--- src/shared/pwmtw_defines.vh ---
`ifndef PWMTW_DEFINES_VH
`define PWMTW_DEFINES_VH
// Control byte
`define PWMTW_CTRL_CODE        4'h5
`define PWMTW_CTRL_CODE_MSB    7
`define PWMTW_CTRL_CODE_LSB    4
`define PWMTW_CTRL_SEL_MSB     3
`define PWMTW_CTRL_SEL_LSB     1
`define PWMTW_CTRL_RW_BIT      0
// Data byte fields
`define PWMTW_CMD_MSB          7
`define PWMTW_CMD_LSB          5
`define PWMTW_DUTY_MSB         4
`define PWMTW_DUTY_LSB         0
// Command field encodings
`define PWMTW_CMD_DUTY         3'h0
`define PWMTW_CMD_FULL         3'h1
`define PWMTW_CMD_SHDN         3'h2
`define PWMTW_CMD_RECALL       3'h4
// Reset values
`define PWMTW_DUTY_RESET       5'h10
// Timing
`define PWMTW_CLK_HZ           50000000
`define PWMTW_PWM_HZ           100000
`define PWMTW_PWM_STEPS        32
`define PWMTW_STEP_CYCLES      ((`PWMTW_CLK_HZ / `PWMTW_PWM_HZ) / `PWMTW_PWM_STEPS)
`endif

--- src/rtl/pwmtw_sync.v ---
`timescale 1ns/1ps
`default_nettype none
module pwmtw_sync (
    input  wire mclk,
    input  wire resetn,
    input  wire async_in,
    output reg  sync_out
);
    reg meta_r;
    // Two-stage synchroniser, idle high
    always @(posedge mclk) begin
        if (!resetn) begin
            meta_r   <= 1'b1;
            sync_out <= 1'b1;
        end else begin
            meta_r   <= async_in;
            sync_out <= meta_r;
        end
    end
endmodule // pwmtw_sync
`default_nettype wire

--- src/rtl/pwmtw_mod.v ---
`timescale 1ns/1ps
`default_nettype none
`include "pwmtw_defines.vh"
module pwmtw_mod #(
    parameter integer STEP_CYCLES = `PWMTW_STEP_CYCLES
) (
    input  wire       mclk,
    input  wire       resetn,
    input  wire [4:0] duty,
    input  wire       full_on,
    output reg        pwm_level
);
    reg [15:0] pre_r;
    reg [4:0]  step_r;
    reg [4:0]  duty_r;
    reg        full_r;
    wire       step_end = (pre_r == STEP_CYCLES - 1);
    always @(posedge mclk) begin
        if (!resetn) begin
            pre_r     <= 16'h0000;
            step_r    <= 5'h00;
            duty_r    <= `PWMTW_DUTY_RESET;
            full_r    <= 1'b0;
            pwm_level <= 1'b0;
        end else begin
            pre_r <= step_end ? 16'h0000 : pre_r + 16'h0001;
            if (step_end) begin
                step_r <= step_r + 5'h01;
                if (step_r == 5'h1f) begin
                    duty_r <= duty;
                    full_r <= full_on;
                end
            end
            pwm_level <= full_r | (step_r < duty_r);
        end
    end
endmodule // pwmtw_mod
`default_nettype wire

--- src/rtl/pwmtw_top.v ---
`timescale 1ns/1ps
`default_nettype none
`include "pwmtw_defines.vh"
module pwmtw_top #(
    parameter [2:0]   CMD_FULL    = `PWMTW_CMD_FULL,
    parameter [2:0]   CMD_SHDN    = `PWMTW_CMD_SHDN,
    parameter [2:0]   CMD_RECALL  = `PWMTW_CMD_RECALL,
    parameter integer SHDN_BIT    = 7,
    parameter integer STEP_CYCLES = `PWMTW_STEP_CYCLES
) (
    input  wire mclk,
    input  wire resetn,
    input  wire scl_in,
    input  wire sda_in,
    output reg  sda_out,
    output reg  sda_oe,
    input  wire select_pin_bit0,
    input  wire select_pin_bit1,
    input  wire select_pin_bit2,
    output reg  pwm_out,
    output reg  pwm_oe
);
    ////////////////////////////////////////////////////////////////////////
    localparam [2:0] ST_IDLE  = 3'h0;
    localparam [2:0] ST_CTRL  = 3'h1;
    localparam [2:0] ST_WDATA = 3'h2;
    localparam [2:0] ST_RDATA = 3'h3;
    localparam [2:0] ST_RACK  = 3'h4;

    wire       scl_s;
    wire       sda_s;
    wire       sel0_s;
    wire       sel1_s;
    wire       sel2_s;
    reg        scl_d_r;
    reg        sda_d_r;
    reg  [2:0] state_r;
    reg  [3:0] bit_r;
    reg  [7:0] shift_r;
    reg        ack_r;
    reg  [4:0] duty_r;
    reg        full_r;
    reg        shdn_r;
    reg        addr_hit_r;
    wire       pwm_level;
    wire [7:0] cfg_byte;

    pwmtw_sync u_scl (.mclk(mclk), .resetn(resetn), .async_in(scl_in), .sync_out(scl_s));
    pwmtw_sync u_sda (.mclk(mclk), .resetn(resetn), .async_in(sda_in), .sync_out(sda_s));
    pwmtw_sync u_s0 (.mclk(mclk), .resetn(resetn), .async_in(select_pin_bit0), .sync_out(sel0_s));
    pwmtw_sync u_s1 (.mclk(mclk), .resetn(resetn), .async_in(select_pin_bit1), .sync_out(sel1_s));
    pwmtw_sync u_s2 (.mclk(mclk), .resetn(resetn), .async_in(select_pin_bit2), .sync_out(sel2_s));

    wire scl_rise = scl_s & ~scl_d_r;
    wire scl_fall = ~scl_s & scl_d_r;
    wire start_c  = scl_s & scl_d_r & sda_d_r & ~sda_s;
    wire stop_c   = scl_s & scl_d_r & ~sda_d_r & sda_s;

    function [7:0] cfg_of;
        input [4:0] d;
        input       f;
        input       s;
        reg   [7:0] v;
        begin
            v = {3'h0, d};
            if (f)
                v[`PWMTW_CMD_MSB:`PWMTW_CMD_LSB] = CMD_FULL;
            v[SHDN_BIT] = s;
            cfg_of = v;
        end
    endfunction
    assign cfg_byte = cfg_of(duty_r, full_r, shdn_r);

    wire [7:0] rx_byte = {shift_r[6:0], sda_s};
    wire addr_hit = (rx_byte[`PWMTW_CTRL_CODE_MSB:`PWMTW_CTRL_CODE_LSB] == `PWMTW_CTRL_CODE)
                  && (rx_byte[`PWMTW_CTRL_SEL_MSB:`PWMTW_CTRL_SEL_LSB]
                      == {sel2_s, sel1_s, sel0_s});

    ////////////////////////////////////////////////////////////////////////
    // Link state machine
    always @(posedge mclk) begin
        if (!resetn) begin
            scl_d_r <= 1'b1;
            sda_d_r <= 1'b1;
            state_r <= ST_IDLE;
            bit_r   <= 4'h0;
            shift_r <= 8'h00;
            ack_r   <= 1'b0;
            duty_r  <= `PWMTW_DUTY_RESET;
            full_r  <= 1'b0;
            shdn_r  <= 1'b0;
            sda_out <= 1'b0;
            sda_oe  <= 1'b0;
        end else begin
            scl_d_r <= scl_s;
            sda_d_r <= sda_s;
            if (start_c) begin
                state_r <= ST_CTRL;
                bit_r   <= 4'h0;
                ack_r   <= 1'b0;
                sda_oe  <= 1'b0;
            end else if (stop_c) begin
                state_r <= ST_IDLE;
                sda_oe  <= 1'b0;
            end else if (state_r != ST_IDLE) begin
                if (scl_rise && !ack_r && state_r != ST_RDATA && state_r != ST_RACK) begin
                    shift_r <= rx_byte;
                    bit_r   <= bit_r + 4'h1;
                end
                if (scl_rise && state_r == ST_RACK) begin
                    if (sda_s)
                        state_r <= ST_IDLE;
                    else
                        state_r <= ST_RDATA;
                    bit_r <= 4'h0;
                end
                if (scl_fall) begin
                    if (ack_r) begin
                        // Release after own ack
                        ack_r  <= 1'b0;
                        bit_r  <= 4'h0;
                        sda_oe <= 1'b0;
                        if (state_r == ST_RDATA) begin
                            sda_oe  <= ~cfg_byte[7];
                            shift_r <= {cfg_byte[6:0], 1'b0};
                            bit_r   <= 4'h1;
                        end
                    end else if (state_r == ST_RDATA) begin
                        if (bit_r == 4'h8) begin
                            sda_oe  <= 1'b0;
                            state_r <= ST_RACK;
                        end else if (bit_r == 4'h0) begin
                            // Reload after master ack
                            sda_oe  <= ~cfg_byte[7];
                            shift_r <= {cfg_byte[6:0], 1'b0};
                            bit_r   <= 4'h1;
                        end else begin
                            sda_oe  <= ~shift_r[7];
                            shift_r <= {shift_r[6:0], 1'b0};
                            bit_r   <= bit_r + 4'h1;
                        end
                    end else if (bit_r == 4'h8) begin
                        if (state_r == ST_CTRL) begin
                            if (addr_hit_r) begin
                                ack_r  <= 1'b1;
                                sda_oe <= 1'b1;
                                state_r <= shift_r[`PWMTW_CTRL_RW_BIT] ? ST_RDATA : ST_WDATA;
                            end else begin
                                state_r <= ST_IDLE;
                            end
                        end else begin
                            ack_r  <= 1'b1;
                            sda_oe <= 1'b1;
                            case (shift_r[`PWMTW_CMD_MSB:`PWMTW_CMD_LSB])
                                CMD_SHDN: begin
                                    shdn_r <= 1'b1;
                                end
                                CMD_RECALL: begin
                                    shdn_r <= 1'b0;
                                end
                                CMD_FULL: begin
                                    full_r <= 1'b1;
                                end
                                default: begin
                                    full_r <= 1'b0;
                                    duty_r <= shift_r[`PWMTW_DUTY_MSB:`PWMTW_DUTY_LSB];
                                end
                            endcase
                        end
                    end
                end
            end
        end
    end

    always @(posedge mclk) begin
        if (!resetn)
            addr_hit_r <= 1'b0;
        else if (scl_rise && bit_r == 4'h7)
            addr_hit_r <= addr_hit;
    end

    ////////////////////////////////////////////////////////////////////////
    // 104kHz modulator (32 steps of 15 clocks at 50MHz)
    pwmtw_mod #(
        .STEP_CYCLES (STEP_CYCLES)
    ) u_mod (
        .mclk      (mclk),
        .resetn    (resetn),
        .duty      (duty_r),
        .full_on   (full_r),
        .pwm_level (pwm_level)
    );

    always @(posedge mclk) begin
        if (!resetn) begin
            pwm_out <= 1'b0;
            pwm_oe  <= 1'b1;
        end else begin
            pwm_out <= pwm_level & ~shdn_r;
            pwm_oe  <= ~shdn_r;
        end
    end
endmodule // pwmtw_top
`default_nettype wire

--- config.mk ---
export PLATFORM = sky130hd
export DESIGN_NAME = pwmtw_top
export DESIGN_NICKNAME = d
export VERILOG_FILES = /design/src/rtl/pwmtw_sync.v /design/src/rtl/pwmtw_mod.v /design/src/rtl/pwmtw_top.v
export VERILOG_INCLUDE_DIRS = /design/src /design/src/shared
export SDC_FILE = /design/constraint.sdc
export NUM_CORES = 1
export LEC_CHECK = 0
export CAP_MARGIN = 10
export CORE_UTILIZATION = 59
export CTS_BUF_LIST = sky130_fd_sc_hd__clkbuf_8
export DETAILED_ROUTE_END_ITERATION = 6
export DONT_BUFFER_PORTS = 1
export PLACE_DENSITY = 0.78
export SLEW_MARGIN = 15
export SYNTH_ARGS = -nofsm -noshare
export SYNTH_HDL_FRONTEND = slang
export SYNTH_HIERARCHICAL = 1
export SYNTH_SLANG_ARGS = --single-unit
--- constraint.sdc ---
create_clock -name mclk -period 1.7 [get_ports mclk]
set_input_delay 0 -clock mclk [delete_from_list [all_inputs] [get_ports mclk]]
set_output_delay 0 -clock mclk [all_outputs]
set_load 0.01 [all_outputs]
# == Yosys cells after proc, flatten, opt, wreduce, memory -nomap -nowiden ==
# Index checks and enable logic that the tools add are counted.
# totals
reg_bits,67
latch_bits,0
ramBits,0
romBits,0
output_inout_bits,4
mem_count,0
# op_classes
n_addsub,3
n_mul,0
div_mod_pow,0
n_lt_le_gt_ge,1
n_eq_ne,15
n_shift,0
mux,44
bitwise,23
n_reduce_logical,25
# ops
cell,n
two-way mux 8 bit,7
two-way mux 4 bit,7
AND reduction 9 bit,3
two-way mux 3 bit,7
two-way mux 1 bit,19
adder 16 x 1 -> 16 bit (second input constant),1
== test 16 x 4 -> 1 bit (second input constant),1
NOT 1 bit,14
nonzero test 3 bit,3
AND 1 bit,8
== test 4 x 3 -> 1 bit (second input constant),2
== test 3 x 1 -> 1 bit (second input constant),2
== test 3 x 2 -> 1 bit (second input constant),2
== test 3 bit (second input constant),2
logical AND 1 bit,6
AND reduction 3 bit,2
OR reduction 2 bit,3
OR reduction 3 bit,2
adder 5 x 1 -> 5 bit (second input constant),1
== test 5 bit (second input constant),1
< comparator 5 bit,1
adder 4 x 1 -> 4 bit (second input constant),1
== test 4 bit (second input constant),1
zero test 4 bit,1
other kinds (11),14

# == Depth between registers and ports, before layout ==
# Gate-level depths: netlist of run 1.
# depth
ltp_word,12
ltp_mapped,7
mapped_depth_nobuf,7

# == By module ==
# Netlist of run 1, hierarchy kept.
# by_module_without_submodules
module,instances,cells_per_inst,area_each_um2,seq_area_each_um2
pwmtw_top,1,189,1657.8,580.6
pwmtw_mod,1,152,1357.6,560.5
pwmtw_sync,5,4,52.6,40.0

# == Worst setup path before layout of run 1 ==
# OpenSTA, ideal clock, no wires.
# synth_path
kind,flip-flop to flip-flop
startpoint,reg bit_r[0]
endpoint,"reg, netlist name duty_r[4]"
arrival_time_ns,1.673
required_ns,1.572
path_slack_ns,-0.101
path_stages_with_launch,8
synth_period_minus_slack_ns,1.801
cell_sequence,dfxtp_1 -> inv_1 -> ha_1 -> nand3b_4 -> a2111o_1 -> a211oi_4 -> mux2i_1 -> nand2_1
# synth_lines
element,line,source
start: declaration,pwmtw_top.v:38,reg [3:0] bit_r;
start signal: assignment,pwmtw_top.v:108,bit_r <= bit_r + 4'h1;
start signal: assignment,pwmtw_top.v:140,bit_r <= bit_r + 4'h1;

# == Worst setup path in the final report of run 1 ==
# layout_path
startpoint,reg bit_r[0]
endpoint,reg shift_r[1]
# layout_between
elab_chain_cells,6
word_cells_on_any_way,7
# layout_lines
element,line,source
zero test 4 bit,pwmtw_top.v:132,end else if (bit_r == 4'h0) begin
two-way mux 8 bit,pwmtw_top.v:132,
two-way mux 8 bit (*),pwmtw_top.v:129,if (bit_r == 4'h8) begin
two-way mux 8 bit (*),pwmtw_top.v:128,end else if (state_r == ST_RDATA) begin
two-way mux 8 bit (*),pwmtw_top.v:118,if (ack_r) begin
two-way mux 8 bit (*),pwmtw_top.v:117,if (scl_fall) begin
end signal: assignment,pwmtw_top.v:125,"shift_r <= {cfg_byte[6:0], 1'b0};"
end signal: assignment,pwmtw_top.v:135,"shift_r <= {cfg_byte[6:0], 1'b0};"
end signal: assignment,pwmtw_top.v:139,"shift_r <= {shift_r[6:0], 1'b0};"
end: declaration,pwmtw_top.v:39,reg [7:0] shift_r;
# Every way passes the cells marked *; elsewhere a longest branch is shown, timed or not.
# A chain may end at the register's enable or synchronous reset.

==> results of run 1 <==
## where the power goes
| group | internal [mW] | switching, mW | total (mW) |
|---|---|---|---|
| Combinational | 0.0676 | 0.0751 | 0.143 |
| Sequential | 1.59 | 0.0214 | 1.61 |
| Clock | 0.822 | 0.636 | 1.46 |
## flip-flops by register name (all words and copies together), names as in the netlist, 3 cells and up
| register | flops |
|---|---|
| u_mod/pre_r | 16 |
| shift_r | 8 |
| duty_r | 5 |
| u_mod/duty_r | 5 |
| u_mod/step_r | 5 |
| bit_r | 4 |
| state_r | 3 |
## layer usage
layer  GRT usage, %  vias to the layer above  part of all wire [%]
li1               -                     1404                     -
met1           34.6                     1445                    43
met2           46.6                       77                    51
met3           7.66                       11                   4.2
met4           8.27                        0                   1.5
met5              0                        -                     0
## cell type report
cell class / count / area share (%)
clock inverter: 7 / 2.18
sequential: 67 / 31.9
inverter: 18 / 1.59
multi-input combinational: 262 / 47.7
timing repair buffer: 59 / 11.6
clock buffer: 9 / 2.91
tap: 70 / 2.06
## Yosys cell counts (2+ instances only)
| master | n | share of area [%] |
|---|---|---|
| dfxtp_1 | 67 | 41 |
| nor2_1 | 32 | 3.7 |
| nand2_1 | 26 | 3.0 |
| nand2b_1 | 22 | 4.2 |
| inv_1 | 18 | 2.1 |
| mux2i_1 | 16 | 4.9 |
| a21oi_1 | 13 | 2.0 |
| nand3_1 | 12 | 1.8 |
| ha_1 | 10 | 3.8 |
| xor2_1 | 10 | 2.7 |
| clkbuf_1 | 8 | 0.92 |
| nor2b_1 | 8 | 1.5 |
| nor3_1 | 8 | 1.2 |
| a22oi_1 | 7 | 1.6 |
| nand4_1 | 7 | 1.3 |
| o21ai_0 | 7 | 1.1 |
| xnor2_1 | 6 | 1.6 |
| a31oi_1 | 5 | 0.95 |
| and3_1 | 5 | 0.95 |
| nor3b_1 | 5 | 1.1 |
| nor4_1 | 5 | 0.95 |
| o22ai_1 | 5 | 0.95 |
| o31ai_1 | 4 | 0.92 |
| a21boi_0 | 3 | 0.69 |
| buf_2 | 3 | 0.46 |
| o21a_1 | 3 | 0.69 |
| o21bai_1 | 3 | 0.69 |
| or4_1 | 3 | 0.69 |
| a21o_1 | 2 | 0.46 |
| a311oi_1 | 2 | 0.53 |
| nand3b_1 | 2 | 0.46 |
| nor4_2 | 2 | 0.76 |
| or2_1 | 2 | 0.38 |
| or3b_1 | 2 | 0.53 |
## metrics by stage
step           std cells  setup WS (ns)  total power, mW  cell area [sq um]  hold slack [ns]
2_1_floorplan        361        -0.0190             1.72               3300           0.0730
3_3_place_gp         455        -0.0789             1.74               3600           0.0764
6_report             492         -0.138             3.22               4250            0.280
5_1_grt              492         -0.218             3.31               4250            0.279
4_1_cts              485         -0.124             3.21               4010            0.272
3_5_place_dp         455         -0.115             1.74               3600           0.0733
## worst paths after layout
path / from / to / slack [ns] / cells after the start
worst min register to register: u_scl/meta_r / u_scl/sync_out / 0.41 / 1
worst min-delay path: scl_in / u_scl/meta_r / 0.28 / 2
worst max register to register: bit_r[0] / shift_r[1] / -0.14 / 10
worst max-delay path: bit_r[0] / shift_r[1] / -0.14 / 10
## kinds of logic (layout without fill, tap and decap cells)
kind of cell	after synthesis	count (layout)	share of synthesized area [%]
AOI/OAI and AO/OA	66	66	14.9
xor gates and xnor gates	16	16	4.27
adders and majority gates	10	10	3.82
buffers and inverters	32	93	4.16
DFF	67	67	40.9
muxes	16	16	4.89
other	1	1	0.114
and+or+nand+nor	153	153	26.9
## critical path, delay by kind of cell, from the launching register on
| family | cells | cell delay, ns |
|---|---|---|
| buf+inv | 4 | 0.55 |
| compound gates | 3 | 0.47 |
| flops | 1 | 0.33 |
| simple gates | 2 | 0.27 |
| fa+ha+maj | 1 | 0.15 |
## repair_timing
item                                   4_1_cts  5_1_grt
endpoints found under the hold margin       57        0
setup buffers                                7        9
resized for setup                           15       46
pin swaps                                    8       24
hold buffers                                 7        0
setup endpoints to repair                   17       44
==> out/metrics.yaml, run 1 <==
status: "finished, violations left"
violations: "setup timing"
mostFrequentLayoutCell: "dfxtp_1"
synth_fp_nets: 378
irDropWorstVdd_uv: 851
antenna_found_initial: 0
clk_path_buf_depth: 2
required_ns: 1.98
cts_inserted_buffers: 9
grt-ovfl-total: 0
rows: 26
clk_latency_ns: 0.35
die_width_um: 76.5
tritoncts: "built"
period_share_pct: 108
grt_setup_unrepaired: "true"
cts.sinks: 67
clock.fmax_ghz: 0.544
dp_hpwl_mm: 4.84
area_growth_pct: 29.7
pin_count: 11
gp_congestion: 0.881
synth_edf_count: 0
grt_first_pass_wirelength_mm: 12.9
final_util_pct: 81.2
ys_warn_count: 6
detail-route-antenna-nets: 0
final.min_clock_period_ns: 1.84
arrival_ns: 2.12
cpPeakStageDelay_ns: 0.33
die-area_sq_um: 5860
seq_area_frac_synth_pct: 40.9
synth_area_sq_um: 3280
ys_types: 62
path_max_fanout: 7
post_synth.cell_area_avg_sq_um: 9.08
ys_ff_latch: 67
cpMostUsedCell: "buf_4"
cp-start-kind: "flip-flop"
setup_viol: 16
synth_cells: 361
maxSlewViolCount: 0
endpoint_kind: "flip-flop"
dr.pass1.iters: 5
cellPowerDensity_nw_per_um2: 757
drtIter0Drc: 167
initial_utilization_pct: 62.6
hp-class: "input pin to flip-flop"
crit_chain: "inv_2, ha_4, buf_4, nor4bb_2, buf_4, nor3_4, a31oi_4, buf_4, a22oi_2, a21boi_1"
drive_above_1_share_pct: 29.9
hold_viol: 0
fin_tns_setup_ns: -1.33
fin_ws_ns: -0.138
io_buffers: 0
core_sq_um: 5240
fin_worst_skew_ns: 0.00839
track_usage_pct: 27.8
routed_wl_mm: 8.22
htreeDepth: 3
first_global_vias: 2793
slowest_stage: "dfxtp_2"
fin_nets: 434
vias: 2937
fillCellCount: 309
fp.dieH_um: 76.5
vias_per_cell: 5.97
wl_per_cell_um: 16.7
multi_input_area_sq_um: 2030
n_antenna_cell: 0
ys_async_sr_fraction_pct: 0
regArea_sq_um: 1360
drc: 0
maxCapViolCount: 0
criticalPathCategory: "flip-flop to flip-flop"
clock-root-buffer: "clkbuf_8"
leakage_nw: 1.59
mostFrequentLayoutCells: "dfxtp_1 (56), buf_4 (46), nor2_1 (30), nand2_1 (25)"
clk_pin_slew_ns: 0.08
grt_start_max_net_pins: 49
synth-main-ff-cell: "dfxtp_1"
No activity file was read; power rests on OpenSTA's default activity.
==> run 2, diff against run 1 <==
--- a/config.mk
+++ b/config.mk
@@ -7,6 +7,7 @@
 export NUM_CORES = 1
 export LEC_CHECK = 0
 export CAP_MARGIN = 10
+export CORE_MARGIN = 2
 export CORE_UTILIZATION = 59
 export CTS_BUF_LIST = sky130_fd_sc_hd__clkbuf_8
 export DETAILED_ROUTE_END_ITERATION = 6
==> run 2 against run 1 <==
Effect of this change: the run still ends with setup timing left; non-clock buffer count did not move; hold slack improved by 0.011 ns; die area rose by 5.3%.
==> out/metrics.yaml, run 2 (same netlist as run 1, synthesis figures left out) <==
status: "finished, violations left"
violations: "setup timing"
dp_cells: 460  # +1.1%
clock.fmax_ghz: 0.530  # -2.5%
required_ns: 1.94  # -0.04 ns
clk_latency_ns: 0.34  # about the same
gp_congestion: 1.03  # +17%
vias: 2961  # +0.82%
drc: 0  # unchanged
io_buffers: 0  # unchanged
die-area_sq_um: 6170  # +5.3%
die_width_um: 78.5  # +2.6%
area_growth_pct: 28.3
fin_ws_ns: -0.185  # -0.0467 ns
fin_cells: 494  # +0.41%
core_sq_um: 5440  # +3.8%
wl_per_cell_um: 17.1  # +2.2%
htreeDepth: 3  # unchanged
fillCellCount: 357  # +16%
final_util_pct: 77.3  # -3.8 points
whs_ns: 0.292  # +0.0112 ns
first_global_vias: 2741  # -1.9%
antenna_found_initial: 0  # unchanged
routed_wl_mm: 8.44  # +2.6%
mostFrequentLayoutCells: "dfxtp_1 (57), buf_4 (47), nor2_1 (31), nand2_1 (26), nand2b_1 (20)"
setup_viol: 16  # unchanged
mostFrequentLayoutCell: "dfxtp_1"
fin_nets: 434  # unchanged
dp_slack_ns: -0.126  # -0.0108 ns
hold_viol: 0  # unchanged
top_regs: "u_mod/pre_r (16), shift_r (8)"
clk_path_buf_depth: 2  # unchanged
grt-ovfl-total: 0  # unchanged
dr.pass1.iters: 5  # unchanged
pin_count: 11  # unchanged
clk_pin_slew_ns: 0.08  # about the same
hp-class: "input pin to flip-flop"
grt_setup_unrepaired: "true"
detail-route-antenna-nets: 0  # unchanged
fp.dieH_um: 78.5  # +2.6%
final.min_clock_period_ns: 1.89  # +0.0467 ns
rows: 27  # +3.8%
cts_inserted_buffers: 9  # unchanged
criticalPathCategory: "flip-flop to flip-flop"
power_mw: 3.16  # -1.9%
arrival_ns: 2.12  # about the same
hp-start: "select_pin_bit1"
cp-start-kind: "flip-flop"
grt_start_max_net_pins: 49  # unchanged
drive_above_1_share_pct: 29.1  # -0.71 points
endpoint_kind: "flip-flop"
maxSlewViolCount: 0  # unchanged
n_antenna_cell: 0  # unchanged
drtIter0Drc: 246  # +47%
track_usage_pct: 26.2  # -1.5 points
cts.sinks: 67  # unchanged
initial_utilization_pct: 60.3  # -2.3 points
cp-startpoint: "bit_r[1]"
fin_worst_skew_ns: 0.0132  # +0.00482 ns
largest_register: "u_mod/pre_r"
clock-root-buffer: "clkbuf_8"
irDropWorstVdd_uv: 613  # -28%
regToRegStartpoint: "bit_r[1]"
grt_first_pass_wirelength_mm: 12.7  # -1.4%
path_max_fanout: 6  # -1
tritoncts: "built"
leakage_nw: 1.56  # -1.8%
vias_per_cell: 5.99  # +0.41%
period_share_pct: 111  # +2.7 points
maxCapViolCount: 0  # unchanged
dp_hpwl_mm: 4.86  # +0.48%
largest_reg_flops: 16  # unchanged
cellPowerDensity_nw_per_um2: 750  # -0.85%
==> run 2: changes by cell type in the layout (fill, tap and decap cells not counted), moves of 2 or more <==
cell	before	now
nand2b_1	17	20
a22oi_2	4	2
a22oi_1	3	5
a21oi_1	12	10
nand2b_4	4	2
a21oi_2	1	3
buf_6	6	4
clkbuf_8	9	11
==> run 2: layout make-up <==
type / count / area, sq um / area share [%]
clock buffers: 11 / 151 / 3.60
clock inverters: 5 / 58.8 / 1.40
inverters: 18 / 67.6 / 1.61
multi-input cells: 262 / 2000 / 47.5
flip-flops and latches: 67 / 1350 / 32.2
well taps: 72 / 90.1 / 2.14
repair buffers: 59 / 488 / 11.6
==> run 2: what timing repair did <==
item                                   in CTS  in global routing
endpoints found under the hold margin      52                  0
hold buffers                                8                  0
gates resized for setup                    12                 40
setup buffers                               7                  6
pin swaps                                   6                 22
setup endpoints to repair                  29                 43
==> run 2: worst paths after layout <==
path | end | slack [ns] | cells past startpoint
hold / removal | u_s1/meta_r | 0.29 | 2
hold reg to reg | u_sda/sync_out | 0.41 | 1
setup reg to reg | shift_r[5] | -0.19 | 9
setup / recovery | shift_r[5] | -0.19 | 9
==> run 2: power breakdown <==
group | switching (mW) | total (mW) | leakage [nW] | internal [mW]
Sequential | 0.0198 | 1.61 | 0.547 | 1.59
Combinational | 0.0757 | 0.144 | 0.910 | 0.0684
Clock | 0.637 | 1.40 | 0.102 | 0.760
Total | 0.732 | 3.16 | 1.56 | 2.42
==> run 2: worst max-delay path, cell delays in order (launching register included) <==
cell	delay (ns)
dfxtp_2	0.34
inv_2	0.05
ha_4	0.17
buf_6	0.12
buf_6	0.10
nor4bb_4	0.16
nor3_4	0.28
a31oi_4	0.10
a32o_2	0.29
o21a_1	0.17
==> run 2: per-stage QoR <==
stage / TNS, ns / instance area (sq um)
after floorplan: -0.0298 / 3300
after detailed placement: -0.963 / 3630
final: -1.78 / 4210
after global routing: -3.16 / 4210
after CTS: -0.565 / 4030
after global placement: -0.397 / 3630
==> run 2: routing by layer <==
| layer | share of wire (%) | vias up | GRT usage [%] |
|---|---|---|---|
| met1 | 43 | 1429 | 33.9 |
| met4 | 2.9 | 0 | 11.9 |
| met2 | 49 | 98 | 42.4 |
| met3 | 5.3 | 27 | 5.06 |
| met5 | 0 | - | 0 |
| li1 | - | 1407 | - |
